===== src/prc_defs.vh =====
// register offsets, field positions and reset values of the pressure reference/offset block
// included by prc_top.v and prc_adder.v
`ifndef PRC_DEFS_VH
`define PRC_DEFS_VH
`define PRC_ADDR_W 8
`define PRC_DATA_W 32
`define PRC_OFF_REF_LOW 8'h15
`define PRC_OFF_REF_MID 8'h16
`define PRC_OFF_REF_HIGH 8'h17
`define PRC_OFF_OFS_LOW 8'h18
`define PRC_OFF_OFS_HIGH 8'h19
`define PRC_OFF_RESOLUTION_CONFIG 8'h1a
`define PRC_OFF_OUT_PRESS 8'h1b
`define PRC_OFF_DIFF_PRESS 8'h1c
`define PRC_OFF_STATUS 8'h1d
`define PRC_BYTE_RESET 8'h00
`define PRC_LC_BIT 0
`define PRC_RSV1_BIT 1
`define PRC_SENS_W 24
`define PRC_OFS_W 16
`endif


===== src/prc_adder.v =====
// pressure arithmetic: reference sum and offset-corrected differential pressure
// assumes full-width sensor and reference from the register block, offset sign-extended here, same clock
`timescale 1ns/1ns
`include "prc_defs.vh"
module prc_adder #(
    parameter W = `PRC_SENS_W,
    parameter OW = `PRC_OFS_W
)
(
    input wire mclk_in,
    input wire srst_in,
    input wire [W-1:0] sensor_in,
    input wire [W-1:0] reference_in,
    input wire [OW-1:0] offset_in,
    output reg [W-1:0] sum_out,
    output reg [W-1:0] diff_out
);
    wire signed [W-1:0] ofs_ext;
    assign ofs_ext = {{(W-OW){offset_in[OW-1]}}, offset_in};
    always @(posedge mclk_in)
    begin
        if (srst_in)
        begin
            sum_out <= {W{1'b0}};
            diff_out <= {W{1'b0}};
        end
        else
        begin
            sum_out <= sensor_in + reference_in;
            diff_out <= sensor_in - reference_in - ofs_ext;
        end
    end
endmodule


===== src/prc_top.v =====
// register bank: reference pressure, calibration offset, resolution config over avalon-mm
// assumes a synchronous avalon master on mclk_in; sensor_in is sampled from another domain
// Notes on behaviour
// reference high register holds reference bits 23 to 16, read and write
// full reference is added to measured pressure for the output pressure
// offset low register holds offset bits 7 to 0
// offset high register holds offset bits 15 to 8
// offset word is signed two's complement
// offset is applied when computing differential pressure
// software writes zero to config bits 7 to 2
// software keeps config bit 1 unchanged
// config bit 0 selects low-current mode, resets to zero
// software changes low-current bit only while powered down
// reference low register holds reference bits 7 to 0
// reference middle register holds reference bits 15 to 8
// 24-bit reference word is two's complement
// each written byte takes effect at once, no shadow copy
`timescale 1ns/1ns
`include "prc_defs.vh"
module prc_top #(
    parameter SENS_W = `PRC_SENS_W
)
(
    input wire mclk_in,
    input wire srst_in,
    input wire [`PRC_ADDR_W-1:0] avs_address_in,
    input wire avs_read_in,
    input wire avs_write_in,
    input wire [`PRC_DATA_W-1:0] avs_writedata_in,
    input wire [3:0] avs_byteenable_in,
    output reg [`PRC_DATA_W-1:0] avs_readdata_out,
    output reg avs_waitrequest_out,
    input wire [SENS_W-1:0] sensor_in,
    input wire powered_down_in,
    output reg low_current_select_out,
    output reg [SENS_W-1:0] output_pressure_out,
    output reg [SENS_W-1:0] diff_pressure_out
);
    reg [7:0] reference_pressure_low;
    reg [7:0] reference_pressure_mid;
    reg [7:0] reference_pressure_high;
    reg [7:0] pressure_offset_low;
    reg [7:0] pressure_offset_high;
    reg [7:0] resolution_config;
    reg [SENS_W-1:0] sens_s1;
    reg [SENS_W-1:0] sens_s2;
    reg [SENS_W-1:0] sens_s3;
    reg [SENS_W-1:0] sens_stable;
    reg [2:0] pd_sync;
    reg pd_stable;
    reg lc_change_error;
    reg ack;
    reg [`PRC_DATA_W-1:0] next_readdata;
    wire [SENS_W-1:0] sum_w;
    wire [SENS_W-1:0] diff_w;
    wire req;
    wire wr_go;
    wire rd_go;

    // one wait cycle: every request answered at the second edge it is held
    assign req = avs_read_in | avs_write_in;
    assign wr_go = avs_write_in & ack;
    assign rd_go = avs_read_in & ack;

    function hit;
        input [`PRC_ADDR_W-1:0] a;
        input [`PRC_ADDR_W-1:0] off;
        begin
            hit = (a == off) && avs_byteenable_in[0];
        end
    endfunction

    always @(posedge mclk_in)
    begin
        if (srst_in)
        begin
            ack <= 1'b0;
            avs_waitrequest_out <= 1'b1;
        end
        else
        begin
            ack <= req & ~ack;
            avs_waitrequest_out <= ~(req & ~ack);
        end
    end

    // input synchronisers; a change counts once stages two and three agree
    always @(posedge mclk_in)
    begin
        if (srst_in)
        begin
            sens_s1 <= {SENS_W{1'b0}};
            sens_s2 <= {SENS_W{1'b0}};
            sens_s3 <= {SENS_W{1'b0}};
            sens_stable <= {SENS_W{1'b0}};
            pd_sync <= 3'h0;
            pd_stable <= 1'b0;
        end
        else
        begin
            sens_s1 <= sensor_in;
            sens_s2 <= sens_s1;
            sens_s3 <= sens_s2;
            if (sens_s2 == sens_s3)
            begin
                sens_stable <= sens_s3;
            end
            pd_sync <= {pd_sync[1:0], powered_down_in};
            if (pd_sync[1] == pd_sync[2])
            begin
                pd_stable <= pd_sync[2];
            end
        end
    end

    // register writes
    always @(posedge mclk_in)
    begin
        if (srst_in)
        begin
            reference_pressure_low <= `PRC_BYTE_RESET;
            reference_pressure_mid <= `PRC_BYTE_RESET;
            reference_pressure_high <= `PRC_BYTE_RESET;
            pressure_offset_low <= `PRC_BYTE_RESET;
            pressure_offset_high <= `PRC_BYTE_RESET;
            resolution_config <= `PRC_BYTE_RESET;
            lc_change_error <= 1'b0;
        end
        else if (wr_go)
        begin
            if (hit(avs_address_in, `PRC_OFF_REF_LOW))
            begin
                reference_pressure_low <= avs_writedata_in[7:0];
            end
            else if (hit(avs_address_in, `PRC_OFF_REF_MID))
            begin
                reference_pressure_mid <= avs_writedata_in[7:0];
            end
            else if (hit(avs_address_in, `PRC_OFF_REF_HIGH))
            begin
                reference_pressure_high <= avs_writedata_in[7:0];
            end
            else if (hit(avs_address_in, `PRC_OFF_OFS_LOW))
            begin
                pressure_offset_low <= avs_writedata_in[7:0];
            end
            else if (hit(avs_address_in, `PRC_OFF_OFS_HIGH))
            begin
                pressure_offset_high <= avs_writedata_in[7:0];
            end
            else if (hit(avs_address_in, `PRC_OFF_RESOLUTION_CONFIG))
            begin
                // bits 7:2 forced zero, bit 1 kept as stored
                resolution_config <= {6'h00, resolution_config[`PRC_RSV1_BIT],
                    avs_writedata_in[`PRC_LC_BIT]};
                if ((avs_writedata_in[`PRC_LC_BIT] != resolution_config[`PRC_LC_BIT]) && !pd_stable)
                begin
                    lc_change_error <= 1'b1;
                end
            end
        end
        else if (rd_go && hit(avs_address_in, `PRC_OFF_STATUS))
        begin
            lc_change_error <= 1'b0;
        end
    end

    prc_adder #(
        .W(SENS_W),
        .OW(`PRC_OFS_W)
    ) u_adder (
        .mclk_in(mclk_in),
        .srst_in(srst_in),
        .sensor_in(sens_stable),
        .reference_in({reference_pressure_high, reference_pressure_mid, reference_pressure_low}),
        .offset_in({pressure_offset_high, pressure_offset_low}),
        .sum_out(sum_w),
        .diff_out(diff_w)
    );

    always @*
    begin
        next_readdata = {`PRC_DATA_W{1'b0}};
        if (avs_address_in == `PRC_OFF_REF_LOW)
            next_readdata[7:0] = reference_pressure_low;
        else if (avs_address_in == `PRC_OFF_REF_MID)
            next_readdata[7:0] = reference_pressure_mid;
        else if (avs_address_in == `PRC_OFF_REF_HIGH)
            next_readdata[7:0] = reference_pressure_high;
        else if (avs_address_in == `PRC_OFF_OFS_LOW)
            next_readdata[7:0] = pressure_offset_low;
        else if (avs_address_in == `PRC_OFF_OFS_HIGH)
            next_readdata[7:0] = pressure_offset_high;
        else if (avs_address_in == `PRC_OFF_RESOLUTION_CONFIG)
            next_readdata[7:0] = resolution_config;
        else if (avs_address_in == `PRC_OFF_OUT_PRESS)
            next_readdata[SENS_W-1:0] = sum_w;
        else if (avs_address_in == `PRC_OFF_DIFF_PRESS)
            next_readdata[SENS_W-1:0] = diff_w;
        else if (avs_address_in == `PRC_OFF_STATUS)
            next_readdata[1:0] = {lc_change_error, pd_stable};
    end

    always @(posedge mclk_in)
    begin
        if (srst_in)
        begin
            avs_readdata_out <= {`PRC_DATA_W{1'b0}};
            low_current_select_out <= 1'b0;
            output_pressure_out <= {SENS_W{1'b0}};
            diff_pressure_out <= {SENS_W{1'b0}};
        end
        else
        begin
            if (avs_read_in & ~ack)
                avs_readdata_out <= next_readdata;
            low_current_select_out <= resolution_config[`PRC_LC_BIT];
            output_pressure_out <= sum_w;
            diff_pressure_out <= diff_w;
        end
    end
endmodule


===== config.mk =====
export PLATFORM = sky130hd
export DESIGN_NAME = prc_top
export DESIGN_NICKNAME = d
export VERILOG_FILES = /design/src/prc_adder.v /design/src/prc_top.v
export VERILOG_INCLUDE_DIRS = /design/src
export SDC_FILE = /design/constraint.sdc
export NUM_CORES = 1
export LEC_CHECK = 0
export BUFFER_PORTS_ARGS = -buffer_cell sky130_fd_sc_hd__buf_2
export CORE_MARGIN = 5
export CORE_UTILIZATION = 25
export CTS_CLUSTER_SIZE = 10
export DETAILED_ROUTE_END_ITERATION = 10
export GPL_ROUTABILITY_DRIVEN = 0
export GPL_TIMING_DRIVEN = 0
export SYNTH_ARGS = -nofsm -noshare
export SYNTH_HDL_FRONTEND = slang
export SYNTH_SLANG_ARGS = --single-unit

===== constraint.sdc =====
create_clock -name mclk_in -period 3.05 [get_ports mclk_in]
set_input_delay 0.1525 -clock mclk_in [delete_from_list [all_inputs] [get_ports mclk_in]]
set_output_delay 0.1525 -clock mclk_in [all_outputs]
set_load 0.01 [all_outputs]

* Yosys cells after proc, flatten, opt, wreduce, memory -nomap -nowiden
Index checks and enable logic that the tools add are counted. W data, S select, Z words.
Word-level totals: bits of input ports 73, logic and storage cells 98, register bits 265, output and inout bits 82
Cells by class: mux-type cells 25, eq/ne operators 19, bitwise operators 12, $add $sub $neg 3, reductions and logical operators 18
Operators by type and width (count):
- $mux W16 | 6
- $eq A8 B5 Y1 const B | 9
- $mux W8 | 6
- $sub A24 B24 Y24 | 2
- $add A24 B24 Y24 | 1
- $eq A24 B24 Y1 | 1
- $mux W24 | 1
- $mux W22 | 1
- $ne A2 B2 Y1 const B | 5
- $logic_and A1 B1 Y1 | 9
- $mux W1 | 9
- $reduce_and A8 Y1 | 1
- $not A1 Y1 | 7
- $reduce_and A7 Y1 | 1
- $reduce_and A6 Y1 | 1
- $reduce_and A5 Y1 | 1
- $and A1 B1 Y1 | 4
- $mux W2 | 2
- $ne A2 B1 Y1 const B | 2
- $reduce_and A4 Y1 | 1
- $reduce_and A3 Y1 | 1
- $reduce_and A2 Y1 | 1
- $reduce_bool A2 Y1 | 1
- $eq A1 B1 Y1 | 1
- other kinds (3) | 3

* Longest topological paths before layout
Gate-level depths: netlist (run 1).
word-level depth 10, depth in mapped cells 12, mapped depth without buffers 12

* Cells and area by module
Synthesis (run 1) repeated with hierarchy kept, for this count alone.
Second synthesis, totals: cells, all modules 1236, area total of the unflattened synthesis 12116.6 um2
Modules (own cells, without submodules):
- prc_top | instances 1, seq. area each 4344.2 um2, cells each 757, area an instance 7906.3 um2
- prc_adder | instances 1, seq. area each 960.9 um2, cells each 479, area an instance 4210.3 um2

* Worst setup path after synthesis (run 1)
No wires, ideal clock.
kind register -> register, from register pressure_offset_high[7], to register u_adder.diff_out[23], clock period less this slack 2905 ps, buffers on the path 1, arrival 2778 ps, required time 2922 ps, library setup time 128 ps, cell stages (with the launch flop) 12, slack 145 ps, cells stage by stage dfxtp_1 inv_1 fa_1 ha_1 clkbuf_1 o21a_1 and3_1 or3b_1 a31oi_1 a221oi_2 xnor2_1 nor2_1
On the way: word-level cells in the longest chain between the ends 1
RTL lines:
- start, declared | line prc_top.v:43 | reg [7:0] pressure_offset_high;
- start signal, assigned | line prc_top.v:125 | pressure_offset_high <= `PRC_BYTE_RESET;
- start signal, assigned | line prc_top.v:149 | pressure_offset_high <= avs_writedata_in[7:0];
- $sub A24 B24 Y24 | line prc_adder.v:30 | diff_out <= sensor_in - reference_in - ofs_ext;
- end signal, assigned | line prc_adder.v:25 | diff_out <= {W{1'b0}};
- end signal, assigned | line prc_adder.v:30
- end, declared | line prc_adder.v:16 | output reg [W-1:0] diff_out
Every way passes these cells. A chain may end at the register's enable or synchronous reset.

* Final worst setup path (run 1)
from register reference_pressure_low[3], to register u_adder.diff_out[23]
On the way: word-level cells in the longest chain between the ends 2
RTL lines:
- start, declared | line prc_top.v:39 | reg [7:0] reference_pressure_low;
- start signal, assigned | line prc_top.v:121 | reference_pressure_low <= `PRC_BYTE_RESET;
- start signal, assigned | line prc_top.v:133 | reference_pressure_low <= avs_writedata_in[7:0];
- $sub A24 B24 Y24 (2 in a row) | line prc_adder.v:30
Every way passes these cells.

==> flow_metrics.py, run 1 <==
metrics = {
    "detailed_routing": {
        "routed_wl_mm": 34.0,
        "wl_per_cell_um": 16.7,
        "drcViolationCount": 0,
        "vias_per_cell": 4.49,
        "vias": 9155,
        "final_antenna_net_count": 0,
        "first_iter_violations": 638,
        "first_pass_iters": 6,
    },
    "timing": {
        "slew_headroom_pct": 42.8,
        "fin_skew_ns": 0.0138,
        "drv_slew": 0,
        "period_minus_slack_ns": 3.09,
        "period_share_pct": 101,
        "worst_pin_slew_ns": 0.859,
        "setup_slack_ns": -0.0449,
        "final.setup.tns_ns": -0.0449,
        "fmax_mhz": 323,
        "rsz0062_at_grt": "true",
        "hold_viol_final": 0,
        "setup_viol": 1,
    },
    "critical_path": {
        "cp-endpoint": "u_adder.diff_out[23]",
        "timing.rr.end": "u_adder.diff_out[23]",
        "r2r_start": "reference_pressure_low[3]",
        "path_class": "reg2reg",
        "required_ns": 3.46,
        "worst_setup_path_end_kind": "register",
        "arrival_ns": 3.51,
        "start_kind": "register",
        "r2r_cells": 11,
        "crit_path_start": "reference_pressure_low[3]",
        "cp_max_fo": 6,
        "reg2reg_setup_slack_ns": -0.04,
    },
    "die": {
        "coreArea_um2": 46400,
        "start_util_pct": 25.1,
        "num_rows": 79,
        "dieArea_um2": 51000,
        "die_w_um": 226,
        "die_h_um": 226,
        "io_pins": 155,
    },
    "yosys": {
        "yosys.area_share.simple_pct": 18.8,
        "synth_edf_count": 0,
        "synth-async-reset-ratio_pct": 0,
        "synth_compound_gate_area_share_pct": 12.5,
        "synth_seq_cells": 265,
        "yosysWarnings": 0,
        "synth_xor_area_share_pct": 4.81,
        "yosysUniqueCellTypes": 64,
        "synthAdderAreaFrac_pct": 9.28,
        "synth_mux_area_share_pct": 5.08,
        "synth_area_um2": 11700,
        "synthCells": 1231,
        "yosysSeqAreaShare_pct": 45.5,
        "ys.flop_type": "dfxtp_1",
        "avgSynthCellArea_um2": 9.46,
        "synth_top_family_by_area": "simple AND/OR/NAND/NOR gates",
    },
    "clocking": {
        "clockBufferDepth": 3,
        "tritoncts": "built",
        "cts_max_level": 1,
        "cts-buffers-inserted": 31,
        "clock_latency_ns": 0.56,
        "root_buffer": "clkbuf_16",
        "numClockSinks": 265,
        "clk_pin_slew_ns": 0.06,
    },
    "global_routing": {
        "grt_first_pass_wirelength_mm": 51.6,
        "grt_start_max_net_pins": 15,
        "grt_pass1_vias": 9250,
        "grt_overflow": 0,
        "grt_usage_pct": 12.9,
        "grt_antenna_before_repair": 3,
    },
    "power_and_ir_drop": {
        "finalPower_uw": 7130,
        "ir_drop_mv": 0.353,
        "pwr_density_cell_nw_per_um2": 494,
        "p_leak_uw": 0.00615,
    },
    "place": {
        "dp_hpwl_mm": 27.1,
        "dpl_cell_area_um2": 13000,
        "portBuffers": 116,
    },
    "finish": {
        "final_common_cell": "dfxtp_1",
        "final_net_count": 1569,
        "area_growth_pct": 23.7,
        "drive_above_1_share_pct": 15.3,
        "fillers": 4802,
        "fin_area_um2": 14400,
        "final_cell_mix": "dfxtp_1, nor2_1, nor2b_1",
    },
    "outcome": {
        "violations": "negative setup slack",
        "outcome": "finished with violations",
    },
    "job": {
        "max_cap_violations": 0,
    },
    "worst_hold_path": {
        "hp-class": "in2reg",
    },
}
## worst min path at each step
stage / from / end / cells past startpoint
after floorplan: powered_down_in / pd_sync[0] / 1
after global placement: sensor_in[23] / sens_s1[23] / 2
after detailed placement: sensor_in[23] / sens_s1[23] / 2
after CTS: avs_writedata_in[0] / reference_pressure_low[0] / 3
after global routing: avs_writedata_in[0] / reference_pressure_low[0] / 3
final: avs_writedata_in[0] / resolution_config[0] / 3
## what timing repair did
action / 4_1_cts / 5_1_grt
pin swaps: 6 / 2
endpoints found under the setup margin: 4 / 10
hold buffers: 34 / 0
gates resized for setup: 19 / 19
setup buffers: 4 / 0
hold endpoints to repair: 62 / 0
## layer usage
metal / vias to the layer above / wire (um) / global-route usage, %
met5: - / 13 / 0
met1: 4243 / 15300 / 17.2
met4: 2 / 1290 / 5.21
li1: 4510 / - / -
met2: 325 / 14800 / 20.7
met3: 75 / 2560 / 2.42
## synthesized netlist by cell type, drive strengths merged (3+ instances only)
cell type  instances  area share [%]
nor2             165             5.4
buf               19            0.97
nor3              12            0.66
inv               51             1.6
a22oi             22             1.4
nor2b            132             7.1
o31ai              6            0.62
o21a               9            0.58
o21ai             36             1.5
a21oi             77             3.3
a21o              20             1.3
nand2b             8            0.43
and2               3            0.16
nand3             21            0.90
a211o              7            0.53
mux2i             58             5.0
nand2             62             2.0
xnor2             36             2.7
nor4               3            0.16
nand4              6            0.32
o21bai             3            0.19
clkbuf            42             1.4
and3               7            0.38
o311ai             3            0.23
fa                24             4.1
a31oi              8            0.56
xor2              28             2.1
a211oi             9            0.58
ha                48             5.2
o211ai             6            0.39
dfxtp            265              46
a221oi             5            0.48
nor4b              3            0.35
## cell families after synthesis
logic type | after synthesis
xor+xnor | 64
mux | 59
flops | 265
compound gates | 222
buf+inv | 112
other cells | 1
simple gates | 436
fa+ha+maj | 72
## state kept, by name, indices dropped and copies added, names as in the netlist, 24 cells and up
name,count
avs_readdata_out,24
diff_pressure_out,24
output_pressure_out,24
sens_s1,24
sens_s2,24
sens_s3,24
sens_stable,24
u_adder.diff_out,24
u_adder.sum_out,24
## worst max-delay path, cell delays in order, from the launching register on
cell and delay (ns):
dfxtp_1 0.37, inv_1 0.09, fa_1 0.51, ha_2 0.41
o21ai_0 0.18, o21ai_2 0.23, a221oi_4 0.11, or3b_4 0.39
a31oi_2 0.24, a221oi_2 0.10, xnor2_1 0.25, nor2_1 0.06
## per-stage QoR
step | instances | util (%) | hold slack (ns) | setup WS [ns]
CTS | 2035 | 30.9 | 0.0323 | -0.00745
floorplan | 1238 | - | 0.281 | 0.145
global placement | 1961 | 28.1 | 0.368 | -0.370
detailed placement | 1961 | 28.1 | 0.374 | -0.388
global route | 2035 | 31.1 | 0.0391 | -0.122
finish | 2037 | 31.1 | 0.0184 | -0.0449
## power by group
part	switching, uW	internal, uW	total (uW)
Clock	1310	1910	3220
Sequential	24.1	3520	3540
Combinational	218	145	364
Total	1550	5580	7130
## area by class of cell
| type | instances | area [um^2] | share of cell area, % |
|---|---|---|---|
| plain buffers | 60 | 267 | 1.85 |
| repair buffers | 154 | 951 | 6.60 |
| clock inverters | 3 | 40.0 | 0.278 |
| multi-input cells | 861 | 6080 | 42.1 |
| flip-flops and latches | 265 | 5320 | 36.9 |
| well taps | 607 | 759 | 5.27 |
| inverters | 51 | 195 | 1.35 |
| clock buffers | 34 | 807 | 5.60 |
| diodes | 2 | 5.00 | 0.0347 |
Note: power is estimated with default switching activity, not from simulation.
==> run 2: changes to the inputs <==
- SKIP_CTS_REPAIR_TIMING: not set -> 1
==> run 2 against run 1 <==
- fmax shrank 2.3%
- utilization is essentially flat
- critical endpoint unchanged
- via count shrank 0.24%
- die area is the same
- setup slack lost 0.073 ns
- critical path depth is the same
- highest routed layer unchanged
- critical path type unchanged
- the flow still finishes with violations (negative setup slack)
- clock power is essentially flat
- cell area is essentially flat
==> flow_metrics.py, run 2 (same netlist as run 1, synthesis figures left out) <==
metrics = {
    "outcome": {
        "outcome": "finished with violations",
        "violations": "negative setup slack",
    },
    "detailed_routing": {
        "drcViolationCount": 0,
        "first_iter_violations": 660,
        "wl_per_cell_um": 16.6,
        "final_antenna_net_count": 0,
        "routed_wl_mm": 33.8,
        "first_pass_iters": 7,
        "vias_per_cell": 4.48,
        "vias": 9133,
    },
    "global_routing": {
        "grt-busiest-layer": "met2",
        "grt_first_pass_wirelength_mm": 50.9,
        "grt_overflow": 0,
        "grt_antenna_before_repair": 3,
        "grt_use_met2_pct": 20.2,
        "use_met3_pct": 2.92,
        "grt_use_met1_pct": 16.9,
        "grt_start_max_net_pins": 15,
        "grt_pass1_vias": 9097,
        "grt_usage_pct": 12.8,
    },
    "job": {
        "max_cap_violations": 0,
    },
    "finish": {
        "fillers": 4798,
        "drive_above_1_share_pct": 15.2,
        "final_net_count": 1571,
        "final_cell_mix": "dfxtp_1, nor2_1, nor2b_1",
        "regArea_um2": 5320,
        "final_common_cell": "dfxtp_1",
        "area_growth_pct": 23.8,
        "multi_input_area_um2": 6060,
        "fin_util_pct": 31.1,
    },
    "die": {
        "coreArea_um2": 46400,
        "start_util_pct": 25.1,
        "num_rows": 79,
        "dieArea_um2": 51000,
        "io_pins": 155,
        "die_h_um": 226,
        "die_w_um": 226,
    },
    "clocking": {
        "tritoncts": "built",
        "cts-buffers-inserted": 31,
        "root_buffer": "clkbuf_16",
        "cts_max_level": 1,
        "clockBufferDepth": 3,
        "numClockSinks": 265,
        "clock_latency_ns": 0.56,
        "clk_pin_slew_ns": 0.06,
    },
    "timing": {
        "fin_skew_ns": 0.0140,
        "slew_headroom_pct": 43.4,
        "rsz0062_at_grt": "true",
        "period_minus_slack_ns": 3.17,
        "period_share_pct": 104,
        "hold_viol_final": 0,
        "drv_slew": 0,
        "setup_slack_ns": -0.118,
        "setup_viol": 1,
        "fmax_mhz": 316,
        "worst_pin_slew_ns": 0.849,
        "whs_ns": 0.0265,
    },
    "critical_path": {
        "start_kind": "register",
        "arrival_ns": 3.58,
        "cp_max_fo": 4,
        "required_ns": 3.46,
        "path_class": "reg2reg",
        "worst_setup_path_end_kind": "register",
    },
    "power_and_ir_drop": {
        "p_leak_uw": 0.00616,
        "pwr_density_cell_nw_per_um2": 493,
        "ir_drop_mv": 0.350,
    },
    "worst_hold_path": {
        "hp-class": "in2reg",
    },
    "place": {
        "portBuffers": 116,
        "dp_hpwl_mm": 27.1,
    },
}
run 2: final timing paths:
check                       startpoint              endpoint  slack [ns]  depth (start not counted)
min                avs_writedata_in[0]  resolution_config[0]        0.03                          3
min reg2reg                 sens_s1[9]            sens_s2[9]        0.43                          1
max          reference_pressure_low[0]  u_adder.diff_out[23]       -0.12                         11
max reg2reg  reference_pressure_low[0]  u_adder.diff_out[23]       -0.12                         11
run 2: layout make-up:
type	instances	area share (%)
Buffer	60	1.85
Tap cell	607	5.27
Clock buffer	34	5.60
Timing Repair Buffer	156	6.70
Antenna cell	2	0.0347
Sequential cell	265	36.9
Inverter	51	1.35
Multi-Input combinational cell	861	42.0
Clock inverter	3	0.278
run 2: through the flow:
step	total power (uW)	cells	setup TNS (ns)	instance area, um^2	worst slack [ns]
2_1_floorplan	3800	1238	0	11700	0.145
3_3_place_gp	3940	1961	-0.890	13000	-0.370
3_5_place_dp	3940	1961	-0.987	13000	-0.388
4_1_cts	7180	1998	-1.08	13900	-0.415
5_1_grt	7380	2037	-0.179	14400	-0.145
6_report	7110	2039	-0.118	14400	-0.118
run 2: report_power, final:
part | switching (uW) | internal (uW)
logic | 218 | 145
clock network | 1300 | 1910
registers | 24.2 | 3520
run 2: worst max-delay path, stage by stage, from the launching register on:
cell and delay [ns]:
dfxtp_1 0.42, inv_1 0.09, fa_1 0.47, ha_1 0.36, a211oi_2 0.29, o21ai_2 0.13
a221oi_4 0.36, or3b_4 0.21, a31oi_2 0.12, a221oi_2 0.30, xnor2_1 0.21, nor2_1 0.06
run 2: metal layers:
layer | routed length, um | up-vias | share of wire [%]
li1 | - | 4524 | -
met2 | 14600 | 302 | 43
met4 | 1390 | 2 | 4.1
met3 | 2540 | 74 | 7.5
met5 | 13 | - | 0.038
met1 | 15300 | 4231 | 45
==> run 3: changes to the inputs <==
- ABC_AREA: not set -> 1
==> run 3 against run 2 <==
- the flow finishes with violations (negative hold slack)
- utilization about the same
- via count increased by 19%
- global-route usage increased by 1.2 points
- fmax increased by 9.0%
- critical path type unchanged
==> flow_metrics.py, run 3 <==
metrics = {
    "yosys": {
        "synth_edf_count": 0,
        "synth.most_common_cell": "nor2_1",
        "synth_compound_gate_area_share_pct": 14.3,
        "synth_area_um2": 12100,
        "synth_mux_area_share_pct": 0,
        "ys.flop_type": "dfxtp_1",
        "synthCells": 1596,
        "yosysUniqueCellTypes": 46,
        "yosys.area.top_type_share_pct": 43.8,
        "synth_area_leaders": "dfxtp_1, nor2_1, inv_1",
        "yosys.area.top_type": "dfxtp_1",
        "synth-async-reset-ratio_pct": 0,
        "synth_top_family_by_area": "simple AND/OR/NAND/NOR gates",
        "yosysSeqAreaShare_pct": 43.8,
        "synth_xor_area_share_pct": 1.88,
        "synth_seq_cells": 265,
        "avgSynthCellArea_um2": 7.60,
        "yosysWarnings": 0,
        "synth_common_cells": "nor2_1, dfxtp_1, inv_1, nand2_1, a21oi_1",
        "synthAdderAreaFrac_pct": 8.92,
        "yosys.area_share.simple_pct": 20.6,
    },
    "clocking": {
        "root_buffer": "clkbuf_16",
        "clockBufferDepth": 3,
        "cts-buffers-inserted": 34,
        "clk_pin_slew_ns": 0.05,
        "clock_latency_ns": 0.53,
        "tritoncts": "built",
        "numClockSinks": 265,
        "cts_max_level": 2,
    },
    "power_and_ir_drop": {
        "ir_drop_mv": 0.308,
        "pwr_density_cell_nw_per_um2": 543,
        "p_leak_uw": 0.00688,
    },
    "detailed_routing": {
        "drcViolationCount": 0,
        "first_iter_violations": 911,
        "routed_wl_mm": 38.5,
        "final_antenna_net_count": 0,
        "vias": 10900,
        "vias_per_cell": 4.50,
        "wl_per_cell_um": 15.9,
        "first_pass_iters": 7,
    },
    "timing": {
        "hold_viol_final": 3,
        "drv_slew": 0,
        "setup_viol": 0,
        "rsz0062_at_grt": "false",
        "slew_headroom_pct": 37.7,
        "worst_pin_slew_ns": 0.934,
        "fmax_mhz": 344,
        "period_share_pct": 95.3,
        "whs_ns": -0.0376,
        "setup_slack_ns": 0.144,
        "final.setup.tns_ns": 0,
        "fin_skew_ns": 0.0225,
        "period_minus_slack_ns": 2.91,
    },
    "die": {
        "dieArea_um2": 53000,
        "die_h_um": 230,
        "die_w_um": 230,
        "start_util_pct": 25.3,
        "coreArea_um2": 47800,
        "io_pins": 155,
        "num_rows": 80,
    },
    "critical_path": {
        "cpMaxStageDelayCell": "fa_1",
        "max_stage_delay_ns": 0.46,
        "arrival_ns": 3.33,
        "path_cells": "clkinvlp_4, buf_4, fa_1, ha_1, nand2_1, nor2_1, inv_1, nor2_1, o211ai_1, nand3_1, o21ai_0, a21oi_1",
        "worst_setup_path_end_kind": "register",
        "cp_common_cell": "nor2_1",
        "required_ns": 3.48,
        "cp_max_fo": 8,
        "start_kind": "register",
        "path_class": "reg2reg",
    },
    "outcome": {
        "outcome": "finished with violations",
        "violations": "negative hold slack",
    },
    "place": {
        "portBuffers": 118,
        "dp_slack_ns": 0.0172,
        "dp_hpwl_mm": 30.5,
    },
    "worst_hold_path": {
        "hp-class": "in2reg",
    },
    "global_routing": {
        "grt_overflow": 0,
        "grt_first_pass_wirelength_mm": 58.0,
        "grt_pass1_vias": 10400,
        "grt_start_max_net_pins": 11,
        "grt_antenna_before_repair": 0,
        "grt_usage_pct": 14.0,
    },
    "finish": {
        "final_cell_mix": "nor2_1, dfxtp_1, inv_1",
        "antenna-diode-count": 0,
        "final_common_cell": "nor2_1",
        "final_net_count": 1935,
        "drive_above_1_share_pct": 11.6,
        "area_growth_pct": 22.6,
        "fin_util_pct": 31.1,
    },
    "job": {
        "max_cap_violations": 0,
    },
}
run 3: changes by cell type after synthesis, sizes merged, moves of 64 or more:
cell   change
nor2b    -132
inv      +210
nor2     +113
o21ai     +64
nand2    +164
a21oi     +72
run 3: per-layer routing:
metal  up-vias  GRT usage (%)  part of all wire, %
met5         -              0                    0
li1       5435              -                    -
met1      4906           17.6                   42
met3       107           3.47                  8.1
met4         0           6.22                  5.2
met2       440           22.9                   45
run 3: report_power, final:
group	leakage, uW	switching [uW]	internal, uW	total, uW
registers	0.00215	51.6	3580	3630
logic	0.00422	461	242	703
clock network	0.000504	1450	2290	3740
total	0.00688	1960	6110	8070
run 3: layout make-up:
class | count | area (um^2)
Buffer | 56 | 279
Clock buffer | 44 | 970
Clock inverter | 4 | 48.8
Fill cell | 5173 | 33000
Inverter | 262 | 991
Multi-Input combinational cell | 1020 | 5580
Sequential cell | 265 | 5310
Tap cell | 615 | 769
Timing Repair Buffer | 151 | 916
run 3: kinds of logic (layout without fill, tap and decap cells):
kind of cell	after synthesis	count (layout)
compound gates	316	316
xor+xnor	26	26
fa+ha+maj	72	72
buf+inv	318	517
flops	265	265
other cells	1	8
simple gates	598	598
run 3: worst paths after layout:
check                                       endpoint               startpoint  slack [ns]  cells past startpoint
worst max-delay path            u_adder.diff_out[17]  pressure_offset_high[7]        0.14                     12
worst min-delay path                             ack              avs_read_in       -0.04                      3
worst min register to register            sens_s2[5]               sens_s1[5]        0.38                      2
worst max register to register  u_adder.diff_out[17]  pressure_offset_high[7]        0.14                     12
run 3: critical path, delay by kind of cell (launching register included):
family | cells | cell delay (ns)
flops | 1 | 0.43
fa+ha+maj | 2 | 0.86
buf+inv | 3 | 0.39
compound gates | 3 | 0.47
simple gates | 4 | 0.65
run 3: through the flow:
stage | total power (uW) | instance area, um^2 | cells
CTS | 8140 | 14500 | 2384
finish | 8070 | 14900 | 2417
global route | 8410 | 14900 | 2417
floorplan | 4120 | 12200 | 1603
global placement | 4370 | 13500 | 2336
detailed placement | 4370 | 13500 | 2336
